==> src/include/asb_pkg.sv <==
// What the document requires (R15-R20 not modelled here)
// Device asserts interrupt request only with its enable and request flops set.
// Host grants a request, priority bit clear, with data-in plus outgoing acknowledge.
// Device passes acknowledge downstream unless it is requesting itself.
// Host asserts bank-7 select for top 4K-word addresses through addressing.
// Host asserts sync once address is driven, holds it until transfer ends.
// Host asserts data-in within sync when ready; device answers with reply.
// Data-in without sync means interrupt acknowledge, not a register read.
// Host asserts data-out only with stable, deskewed write data; device replies.
// Host asserts write/byte at sync leading edge to announce a write.
// Host asserts write/byte during data-out of a byte write.
// Device replies to data-in, data-out and interrupt acknowledge.
// Shared lines carry address then data; device drives reads after address removal.
// Both ends support word read, word write and byte write cycles.
// Read-modify-write keeps sync asserted; write follows without new address.
// Device requests receive service at 1 or 16 silo characters.
// Device requests transmit service for empty line, reports line number.
// Device buffers received characters in a silo with receive scanner.
// Device generates bit clocks with selected rate and character format.
// Device forces per-line break on its serial outputs under control.
// Device loops serial outputs back to inputs in maintenance mode.
// Host asserts bus initialize, also at power-up; device clears meanwhile.
// Device decodes address bits 03 to 12 only while bank-7 select active.
// Device drives vector bit 02 high for transmit, low for receive.
// Device releases reply only after host negates data-in.
// Device accepts word and byte writes, always returns full words.
// Device synchronises bus strobes before using them; the model uses them directly, delaying sync only for edge detection.
`default_nettype none
package asb_pkg;
    localparam int CLK_NS         = 100;
    localparam int ADDR_SETUP_NS  = 150;
    localparam int ADDR_HOLD_NS   = 100;
    localparam int DESKEW_NS      = 150;
    localparam int RPLY_TMO_NS    = 10000;
    localparam int INIT_NS        = 10000;
    localparam logic [11:0] ADDR_SETUP_CYC = 12'((ADDR_SETUP_NS + CLK_NS - 1) / CLK_NS);
    localparam logic [11:0] ADDR_HOLD_CYC  = 12'((ADDR_HOLD_NS + CLK_NS - 1) / CLK_NS);
    localparam logic [11:0] DESKEW_CYC     = 12'((DESKEW_NS + CLK_NS - 1) / CLK_NS);
    localparam logic [11:0] RPLY_TMO_CYC   = 12'(RPLY_TMO_NS / CLK_NS);
    localparam logic [11:0] INIT_CYC       = 12'((INIT_NS + CLK_NS - 1) / CLK_NS);
    localparam int          PSW_PRIO_BIT   = 7;
    localparam logic [2:0]  BANK7_TOP      = 3'h7;
    localparam int          DAL_W          = 16;

    typedef enum logic [2:0] {
        CMD_DATI, CMD_DATO, CMD_DATOB, CMD_DATIO, CMD_DATIOB
    } asb_cmd_type;

    typedef struct packed {
        asb_cmd_type       cmd;
        logic [DAL_W-1:0]  addr;
        logic [DAL_W-1:0]  wdata;
    } asb_req_type;

    // Bus control strobes, all active low on the backplane
    typedef struct packed {
        logic init_n;
        logic sync_n;
        logic din_n;
        logic dout_n;
        logic wtbt_n;
        logic bs7_n;
        logic iako_n;
    } asb_ctl_type;

    localparam asb_ctl_type CTL_IDLE = 7'h7F;
endpackage : asb_pkg
`default_nettype wire

==> src/rtl/asb_host.sv <==
`default_nettype none
module asb_host #(
    parameter int TMO_CYC = 100
) (
    input  wire logic                     clk_in,
    input  wire logic                     nrst_in,
    input  wire logic                     init_req_in,
    input  wire logic                     req_valid_in,
    input  wire asb_pkg::asb_req_type     req_in,
    output logic                          req_ready_out,
    output logic                          done_out,
    output logic                          err_out,
    output logic [asb_pkg::DAL_W-1:0]     rdata_out,
    input  wire logic [15:0]              processor_status_word_in,
    output logic                          vec_valid_out,
    output logic [asb_pkg::DAL_W-1:0]     vec_out,
    output asb_pkg::asb_ctl_type          ctl_out,
    input  wire logic                     rply_n_in,
    input  wire logic                     irq_n_in,
    input  wire logic [asb_pkg::DAL_W-1:0] dal_in,
    output logic [asb_pkg::DAL_W-1:0]     dal_out,
    output logic                          dal_oe_out
);
    import asb_pkg::*;

    typedef enum logic [3:0] {
        ST_INIT, ST_IDLE, ST_ADDR, ST_HOLD, ST_RD_WAIT, ST_RD_REL,
        ST_WR_SETUP, ST_WR_WAIT, ST_WR_REL, ST_IAK_WAIT, ST_IAK_REL, ST_FIN
    } asb_st_type;

    typedef struct packed {
        asb_st_type        st;
        asb_cmd_type       cmd;
        logic [DAL_W-1:0]  addr;
        logic [DAL_W-1:0]  wdata;
        logic [11:0]       cnt;
        asb_ctl_type       ctl;
        logic [DAL_W-1:0]  dal;
        logic              oe;
        logic [DAL_W-1:0]  rdata;
        logic [DAL_W-1:0]  vec;
        logic              done;
        logic              err;
        logic              vec_valid;
        logic              iak;
    } asb_state_type;

    localparam logic [11:0] TMO = 12'(TMO_CYC);

    asb_state_type s;
    asb_state_type next_s;

    logic is_write;
    logic is_byte;
    logic is_rmw;
    logic iak_cond;
    logic in_bank7;

    assign is_write = (s.cmd == CMD_DATO) || (s.cmd == CMD_DATOB);
    assign is_byte  = (s.cmd == CMD_DATOB) || (s.cmd == CMD_DATIOB);
    assign is_rmw   = (s.cmd == CMD_DATIO) || (s.cmd == CMD_DATIOB);
    assign iak_cond = !irq_n_in && !processor_status_word_in[PSW_PRIO_BIT];
    assign in_bank7 = (req_in.addr[15:13] == BANK7_TOP);

    always_comb begin
        next_s           = s;
        next_s.done      = 1'b0;
        next_s.err       = 1'b0;
        next_s.vec_valid = 1'b0;
        if (s.cnt != 12'h000) begin
            next_s.cnt = s.cnt - 12'h001;
        end
        case (s.st)
            ST_INIT: begin
                if (s.cnt == 12'h000) begin
                    next_s.ctl.init_n = 1'b1;
                    next_s.st         = ST_IDLE;
                end
            end
            ST_IDLE: begin
                if (init_req_in) begin
                    next_s.ctl.init_n = 1'b0;
                    next_s.cnt        = INIT_CYC;
                    next_s.st         = ST_INIT;
                end else if (iak_cond) begin
                    // Data-in without sync marks the acknowledge
                    next_s.ctl.din_n  = 1'b0;
                    next_s.ctl.iako_n = 1'b0;
                    next_s.iak        = 1'b1;
                    next_s.cnt        = TMO;
                    next_s.st         = ST_IAK_WAIT;
                end else if (req_valid_in) begin
                    next_s.cmd        = req_in.cmd;
                    next_s.addr       = req_in.addr;
                    next_s.wdata      = req_in.wdata;
                    next_s.iak        = 1'b0;
                    next_s.dal        = req_in.addr;
                    next_s.oe         = 1'b1;
                    next_s.ctl.bs7_n  = !in_bank7;
                    next_s.ctl.wtbt_n = !((req_in.cmd == CMD_DATO) ||
                                          (req_in.cmd == CMD_DATOB));
                    next_s.cnt        = ADDR_SETUP_CYC;
                    next_s.st         = ST_ADDR;
                end
            end
            ST_ADDR: begin
                if (s.cnt <= 12'h001) begin
                    next_s.ctl.sync_n = 1'b0;
                    next_s.cnt        = ADDR_HOLD_CYC;
                    next_s.st         = ST_HOLD;
                end
            end
            ST_HOLD: begin
                if (s.cnt <= 12'h001) begin
                    next_s.ctl.bs7_n = 1'b1;
                    if (is_write) begin
                        next_s.dal        = s.wdata;
                        next_s.ctl.wtbt_n = !is_byte;
                        next_s.cnt        = DESKEW_CYC;
                        next_s.st         = ST_WR_SETUP;
                    end else begin
                        // Release lines in the same cycle as asking for data
                        next_s.oe         = 1'b0;
                        next_s.ctl.wtbt_n = 1'b1;
                        next_s.ctl.din_n  = 1'b0;
                        next_s.cnt        = TMO;
                        next_s.st         = ST_RD_WAIT;
                    end
                end
            end
            ST_RD_WAIT: begin
                if (!rply_n_in) begin
                    next_s.rdata     = dal_in;
                    next_s.ctl.din_n = 1'b1;
                    next_s.cnt       = TMO;
                    next_s.st        = ST_RD_REL;
                end else if (s.cnt == 12'h000) begin
                    next_s.err       = 1'b1;
                    next_s.ctl.din_n = 1'b1;
                    next_s.st        = ST_FIN;
                end
            end
            ST_RD_REL: begin
                if (rply_n_in) begin
                    if (is_rmw) begin
                        // Device stays selected, no new address
                        next_s.dal        = s.wdata;
                        next_s.oe         = 1'b1;
                        next_s.ctl.wtbt_n = !is_byte;
                        next_s.cnt        = DESKEW_CYC;
                        next_s.st         = ST_WR_SETUP;
                    end else begin
                        next_s.st = ST_FIN;
                    end
                end else if (s.cnt == 12'h000) begin
                    next_s.err = 1'b1;
                    next_s.st  = ST_FIN;
                end
            end
            ST_WR_SETUP: begin
                if (s.cnt <= 12'h001) begin
                    next_s.ctl.dout_n = 1'b0;
                    next_s.cnt        = TMO;
                    next_s.st         = ST_WR_WAIT;
                end
            end
            ST_WR_WAIT: begin
                if (!rply_n_in || s.cnt == 12'h000) begin
                    next_s.err        = rply_n_in;
                    next_s.ctl.dout_n = 1'b1;
                    next_s.cnt        = TMO;
                    next_s.st         = rply_n_in ? ST_FIN : ST_WR_REL;
                end
            end
            ST_WR_REL: begin
                if (rply_n_in || s.cnt == 12'h000) begin
                    next_s.err = !rply_n_in;
                    next_s.st  = ST_FIN;
                end
            end
            ST_IAK_WAIT: begin
                if (!rply_n_in || s.cnt == 12'h000) begin
                    next_s.vec        = dal_in;
                    next_s.err        = rply_n_in;
                    next_s.ctl.din_n  = 1'b1;
                    next_s.ctl.iako_n = 1'b1;
                    next_s.cnt        = TMO;
                    next_s.st         = rply_n_in ? ST_FIN : ST_IAK_REL;
                end
            end
            ST_IAK_REL: begin
                if (rply_n_in || s.cnt == 12'h000) begin
                    next_s.err = !rply_n_in;
                    next_s.st  = ST_FIN;
                end
            end
            ST_FIN: begin
                next_s.ctl.sync_n = 1'b1;
                next_s.ctl.wtbt_n = 1'b1;
                next_s.ctl.bs7_n  = 1'b1;
                next_s.oe         = 1'b0;
                next_s.done       = !s.iak;
                next_s.vec_valid  = s.iak;
                next_s.st         = ST_IDLE;
            end
            default: begin
                next_s.st = ST_IDLE;
            end
        endcase
    end

    always_ff @(posedge clk_in or negedge nrst_in) begin
        if (!nrst_in) begin
            s            <= '0;
            s.st         <= ST_INIT;
            s.ctl        <= CTL_IDLE;
            s.ctl.init_n <= 1'b0;
            s.cnt        <= INIT_CYC;
        end else begin
            s <= next_s;
        end
    end

    assign req_ready_out = (s.st == ST_IDLE) && !init_req_in && !iak_cond;
    assign done_out      = s.done;
    assign err_out       = s.err;
    assign rdata_out     = s.rdata;
    assign vec_valid_out = s.vec_valid;
    assign vec_out       = s.vec;
    assign ctl_out       = s.ctl;
    assign dal_out       = s.dal;
    assign dal_oe_out    = s.oe;
endmodule : asb_host
`default_nettype wire

==> config.mk <==
export PLATFORM = sky130hd
export DESIGN_NAME = asb_host
export DESIGN_NICKNAME = d
export VERILOG_FILES = /design/src/include/asb_pkg.sv /design/src/rtl/asb_host.sv
export SDC_FILE = /design/constraint.sdc
export NUM_CORES = 1
export LEC_CHECK = 0
export BUFFER_PORTS_ARGS = -buffer_cell sky130_fd_sc_hd__buf_2
export CAP_MARGIN = 20
export CORE_MARGIN = 4
export CORE_UTILIZATION = 35
export DETAILED_ROUTE_END_ITERATION = 10
export GPL_TIMING_DRIVEN = 0
export MAX_ROUTING_LAYER = met4
export SYNTH_ARGS = -nofsm -noshare
export SYNTH_HDL_FRONTEND = slang
export SYNTH_SLANG_ARGS = --single-unit
==> constraint.sdc <==
create_clock -name clk_in -period 3.3 [get_ports clk_in]
set_clock_uncertainty 0.15 [all_clocks]
set_input_delay 0.165 -clock clk_in [delete_from_list [all_inputs] [get_ports clk_in]]
set_output_delay 0.165 -clock clk_in [all_outputs]
set_load 0.005 [all_outputs]
==> impl_summary.log <==
[metrics] primary flip-flop cell chosen by synthesis mapping: sky130_fd_sc_hd__dfrtp_1
[metrics] width of the die: 128.5 um
[metrics] number of detailed-routing iterations run before antenna repair: 5
[metrics] n_diodes: 0
[metrics] series of cell instances along the critical path: nor4_1 -> nand4_1 -> buf_2 -> nor4_2 -> nor3_1 -> nor3_1 -> mux2_1
[metrics] Residual DRC: 0
[metrics] Critical path buffers and inverters: 1
[metrics] largest driver fanout on the critical path: 10
[metrics] Core Area: 0.01404 sq mm
[metrics] TritonCTS clock tree: yes
[metrics] # clock sinks: 95
[metrics] outcome: complete, no violations
[metrics] cell with the largest stage delay on the worst path: sky130_fd_sc_hd__nor4_1
[metrics] Fmax: 351.5 MHz
[metrics] latest clock arrival within the worst-skew pair: 0.34 ns
[metrics] weighted congestion reported at the end of routability-driven placement: 0.8795
[metrics] global-route wire length before repair: 22190 um
[metrics] clock-pin transition on the worst setup and hold timing paths: 0.06 ns
[metrics] Vias/cell: 4.955
[metrics] Levels on crit path: 7
[metrics] # port buffers: 116
[metrics] count of antenna-violating nets left after detailed routing: 0
[metrics] final-layout fill cell count: 1310
[metrics] number of placement rows: 43
[metrics] Remaining Overflow, GRT: 0
[metrics] First DRT Iteration DRCs: 144
[metrics] number of primary I/O pins: 133
[metrics] number of enable flip-flop cells after synthesis: 0
[metrics] worst setup path class: reg -> reg
[metrics] share of final-layout standard cells stronger than drive strength 1: 40.33%
[metrics] non-filler cells, final: 852
[metrics] Setup TNS Final: 0 ns
[metrics] number of cells traversed by the worst hold path: 4
[metrics] stage delay of the slowest cell on the critical path: 0.58 ns
[metrics] number of nets in the layout: 743
[metrics] Crit path required time: 3.41 ns
[metrics] post-route fraction of the period consumed by the critical path: 86.21%
[metrics] Mapped Area: 0.005081 sq mm
[metrics] Distinct cells, synth: 54
[metrics] cell area after layout: 0.006701 sq mm
[metrics] leakage power of the design: 3.238 nW
[metrics] Synth Warn #: 0
[metrics] CP endpoint kind: register
[metrics] via count of the routed design: 4222
[metrics] CTS H-tree lvls: 3
[metrics] DP Wirelength: 9734 um
[metrics] arrival time of data at the critical path endpoint: 2.96 ns
[metrics] asr flop ratio synth: 100.0%
[metrics] max-slew violation count: 0
[metrics] setup repair after global routing missed its margin: false
[metrics] Total Die Area: 0.01651 sq mm
[metrics] worst hold-check path type: in -> reg
[metrics] critical path launch point type: register
[metrics] count of endpoints failing setup in the final report: 0
[metrics] gate family responsible for the most delay along the worst path: simple AND/OR/NAND/NOR gates
[metrics] Wirelength per Cell: 15.50 um
[metrics] dominant cell type by count on the critical path: sky130_fd_sc_hd__nor3_1
[metrics] Avg Inst Size Synth: 10.39 sq um
[metrics] post-placement cell area: 0.005917 sq mm
[metrics] worst-case setup margin in the final layout: 0.4551 ns
[metrics] antenna violations before repair: 0
[metrics] worst slew pin tran: 1.069 ns
[metrics] pin count of the biggest net entering global routing: 51
[metrics] reg2reg path depth: 7
[metrics] total of flip-flops plus latches after synthesis: 95
[metrics] pre-CTS setup slack: 0.4714 ns
[metrics] post-CTS setup buffers: 0
[metrics] cell count after placement: 786
[metrics] Total Power Consumption: 5.997 mW
[metrics] synth-to-layout area growth: 31.89%
[metrics] GRT Overall Usage: 17.15%
[metrics] floorplan die height: 128.5 um
[metrics] syn nets: 565
[metrics] max-slew headroom at the worst pin: 28.17%
[metrics] total wire length: 13200 um
[metrics] count of endpoints failing hold in the final timing report: 0
[metrics] buffer depth of the longest clock path: 2
[metrics] TritonCTS buffer count: 9
[metrics] Maximum Capacitance Violations: 0
[metrics] min cycle time layout: 2.845 ns
[metrics] post-synthesis cell count: 489
[metrics] IR drop worst, VDD: 0.0004577 V
[metrics] total power per unit cell area: 894.8 mW/mm^2
[metrics] Initial Utilization: 36.18%
[metrics] via count of the first global-routing pass: 4407
[metrics] library cell used as clock root buffer: sky130_fd_sc_hd__clkbuf_16
[metrics] sequential element share of the synthesized area: 47.01%
-- worst register-to-register path: cells and delay by family, from the launching register on --
| family | cells | cell delay (ns) |
|---|---|---|
| flip-flops | 1 | 0.42 |
| multiplexers | 1 | 0.35 |
| AND/OR/NAND/NOR | 5 | 1.55 |
| buffers and inverters | 1 | 0.30 |
-- placed cells by master (no fill, tap or decap), types with 8 or more instances in the layout --
cell type                         n
sky130_fd_sc_hd__mux2_2          52
sky130_fd_sc_hd__inv_1            8
sky130_fd_sc_hd__clkbuf_16        9
sky130_fd_sc_hd__dlygate4sd3_1   50
sky130_fd_sc_hd__nor3_1          19
sky130_fd_sc_hd__buf_2          126
sky130_fd_sc_hd__nor2_1          45
sky130_fd_sc_hd__buf_4           57
sky130_fd_sc_hd__dfrtp_1         86
sky130_fd_sc_hd__clkbuf_1         9
sky130_fd_sc_hd__mux2i_1         16
sky130_fd_sc_hd__nand2_1         24
sky130_fd_sc_hd__xnor2_1          8
sky130_fd_sc_hd__dfstp_2          9
sky130_fd_sc_hd__o21ai_0         18
sky130_fd_sc_hd__a21oi_1         36
-- kinds of logic (layout without fill, tap and decap cells) --
kind of cell             count (synthesis)  in the layout  synth area share (%)
multiplexers                            69             69                 14.90
adder cells (fa/ha/maj)                  4              4                0.9358
AO/OA/AOI/OAI                           81             81                 9.727
flip-flops                              95             95                 47.01
XOR/XNOR                                13             13                 2.241
buffers and inverters                   88            271                 10.91
AND/OR/NAND/NOR                        139            139                 14.28
-- power breakdown --
part / switching, mW / leakage [nW] / total (mW) / internal, mW
Clock: 0.432 / 0.143 / 0.987 / 0.555
Combinational: 1.42 / 1.93 / 2.95 / 1.53
Sequential: 0.339 / 1.16 / 2.06 / 1.72
Total: 2.19 / 3.24 / 6.00 / 3.81
-- layer usage --
layer | track usage [%] | vias to the layer above | part of all wire [%]
met3 | 2.159 | 22 | 4.7
met1 | 22.06 | 2046 | 43
met5 | - | - | 0
li1 | - | 2026 | -
met4 | 6.609 | 0 | 2.6
met2 | 27.70 | 128 | 49
-- what timing repair did --
item                       CTS  global route
hold buffers                50             0
hold endpoints to repair   101             0
setup endpoints to repair    0             0
resized for setup            0             0
-- path summary, 6_finish.rpt --
kind | from | to | slack, ns
setup / recovery | s[67]$_DFF_PN0_ | ctl_out[4]$_DFFE_PN1P_ | 0.46
hold / removal | init_req_in | ctl_out[6]$_DFFE_PN0P_ | 0.01
setup reg to reg | s[67]$_DFF_PN0_ | ctl_out[4]$_DFFE_PN1P_ | 0.46
hold reg to reg | ctl_out[1]$_DFFE_PN1P_ | ctl_out[1]$_DFFE_PN1P_ | 0.31
max in group asynchronous | nrst_in | s[106]$_DFFE_PN0P_ | 2.12
min in group asynchronous | nrst_in | done_out$_DFF_PN0_ | 0.23
-- metrics by stage --
step,hold slack [ns],util [%]
floorplan,-0.2806,-
global placement,0.2492,41.92
detailed placement,0.07506,42.14
CTS,0.0002738,47.72
global route,0.01756,47.72
finish,0.01430,47.72
-- state kept, by name, summed over array words and instances (netlist names) --
signal,cells
ctl_out,7
dal_oe_out,1
dal_out,16
done_out,1
err_out,1
rdata_out,16
s,36
vec_out,16
vec_valid_out,1
-- area by class of cell --
class / count / area (sq um) / area share, %
sequential: 95 / 2389 / 35.64
inverter: 8 / 30.03 / 0.4481
buffer: 80 / 524.3 / 7.823
multi-input combinational: 306 / 2138 / 31.91
clock inverter: 4 / 27.53 / 0.4108
clock buffer: 12 / 256.5 / 3.827
tap: 180 / 225.2 / 3.361
timing repair buffer: 167 / 1111 / 16.58
-- cell usage after synthesis (2+ instances only) --
cell type | number | share of area, %
sky130_fd_sc_hd__nand4_1 | 3 | 0.37
sky130_fd_sc_hd__a21oi_1 | 36 | 3.5
sky130_fd_sc_hd__or4b_1 | 2 | 0.39
sky130_fd_sc_hd__a31oi_1 | 5 | 0.62
sky130_fd_sc_hd__dfstp_2 | 9 | 4.7
sky130_fd_sc_hd__o31ai_1 | 2 | 0.30
sky130_fd_sc_hd__o211ai_1 | 3 | 0.44
sky130_fd_sc_hd__and3b_1 | 2 | 0.34
sky130_fd_sc_hd__clkbuf_1 | 8 | 0.59
sky130_fd_sc_hd__nand3b_1 | 2 | 0.30
sky130_fd_sc_hd__nand3_1 | 6 | 0.59
sky130_fd_sc_hd__nor2b_1 | 4 | 0.49
sky130_fd_sc_hd__buf_4 | 56 | 8.3
sky130_fd_sc_hd__ha_1 | 3 | 0.74
sky130_fd_sc_hd__a2111oi_0 | 2 | 0.34
sky130_fd_sc_hd__buf_1 | 5 | 0.37
sky130_fd_sc_hd__mux2i_1 | 16 | 3.2
sky130_fd_sc_hd__inv_1 | 8 | 0.59
sky130_fd_sc_hd__a211oi_1 | 2 | 0.30
sky130_fd_sc_hd__nor4_1 | 7 | 0.86
sky130_fd_sc_hd__dfrtp_1 | 86 | 42
sky130_fd_sc_hd__and2_1 | 4 | 0.49
sky130_fd_sc_hd__xnor2_1 | 8 | 1.4
sky130_fd_sc_hd__buf_2 | 11 | 1.1
sky130_fd_sc_hd__and3_1 | 3 | 0.37
sky130_fd_sc_hd__nor3b_1 | 2 | 0.30
sky130_fd_sc_hd__mux2_2 | 52 | 12
sky130_fd_sc_hd__xor2_1 | 5 | 0.86
sky130_fd_sc_hd__nand2_1 | 24 | 1.8
sky130_fd_sc_hd__o21ai_0 | 18 | 1.8
sky130_fd_sc_hd__nand4_2 | 2 | 0.49
sky130_fd_sc_hd__or3_1 | 4 | 0.49
sky130_fd_sc_hd__nor2_1 | 45 | 3.3
sky130_fd_sc_hd__nor4_2 | 2 | 0.49
sky130_fd_sc_hd__nor3_1 | 19 | 1.9
sky130_fd_sc_hd__nand2b_1 | 5 | 0.62
No activity file was read; power rests on OpenSTA's default activity.
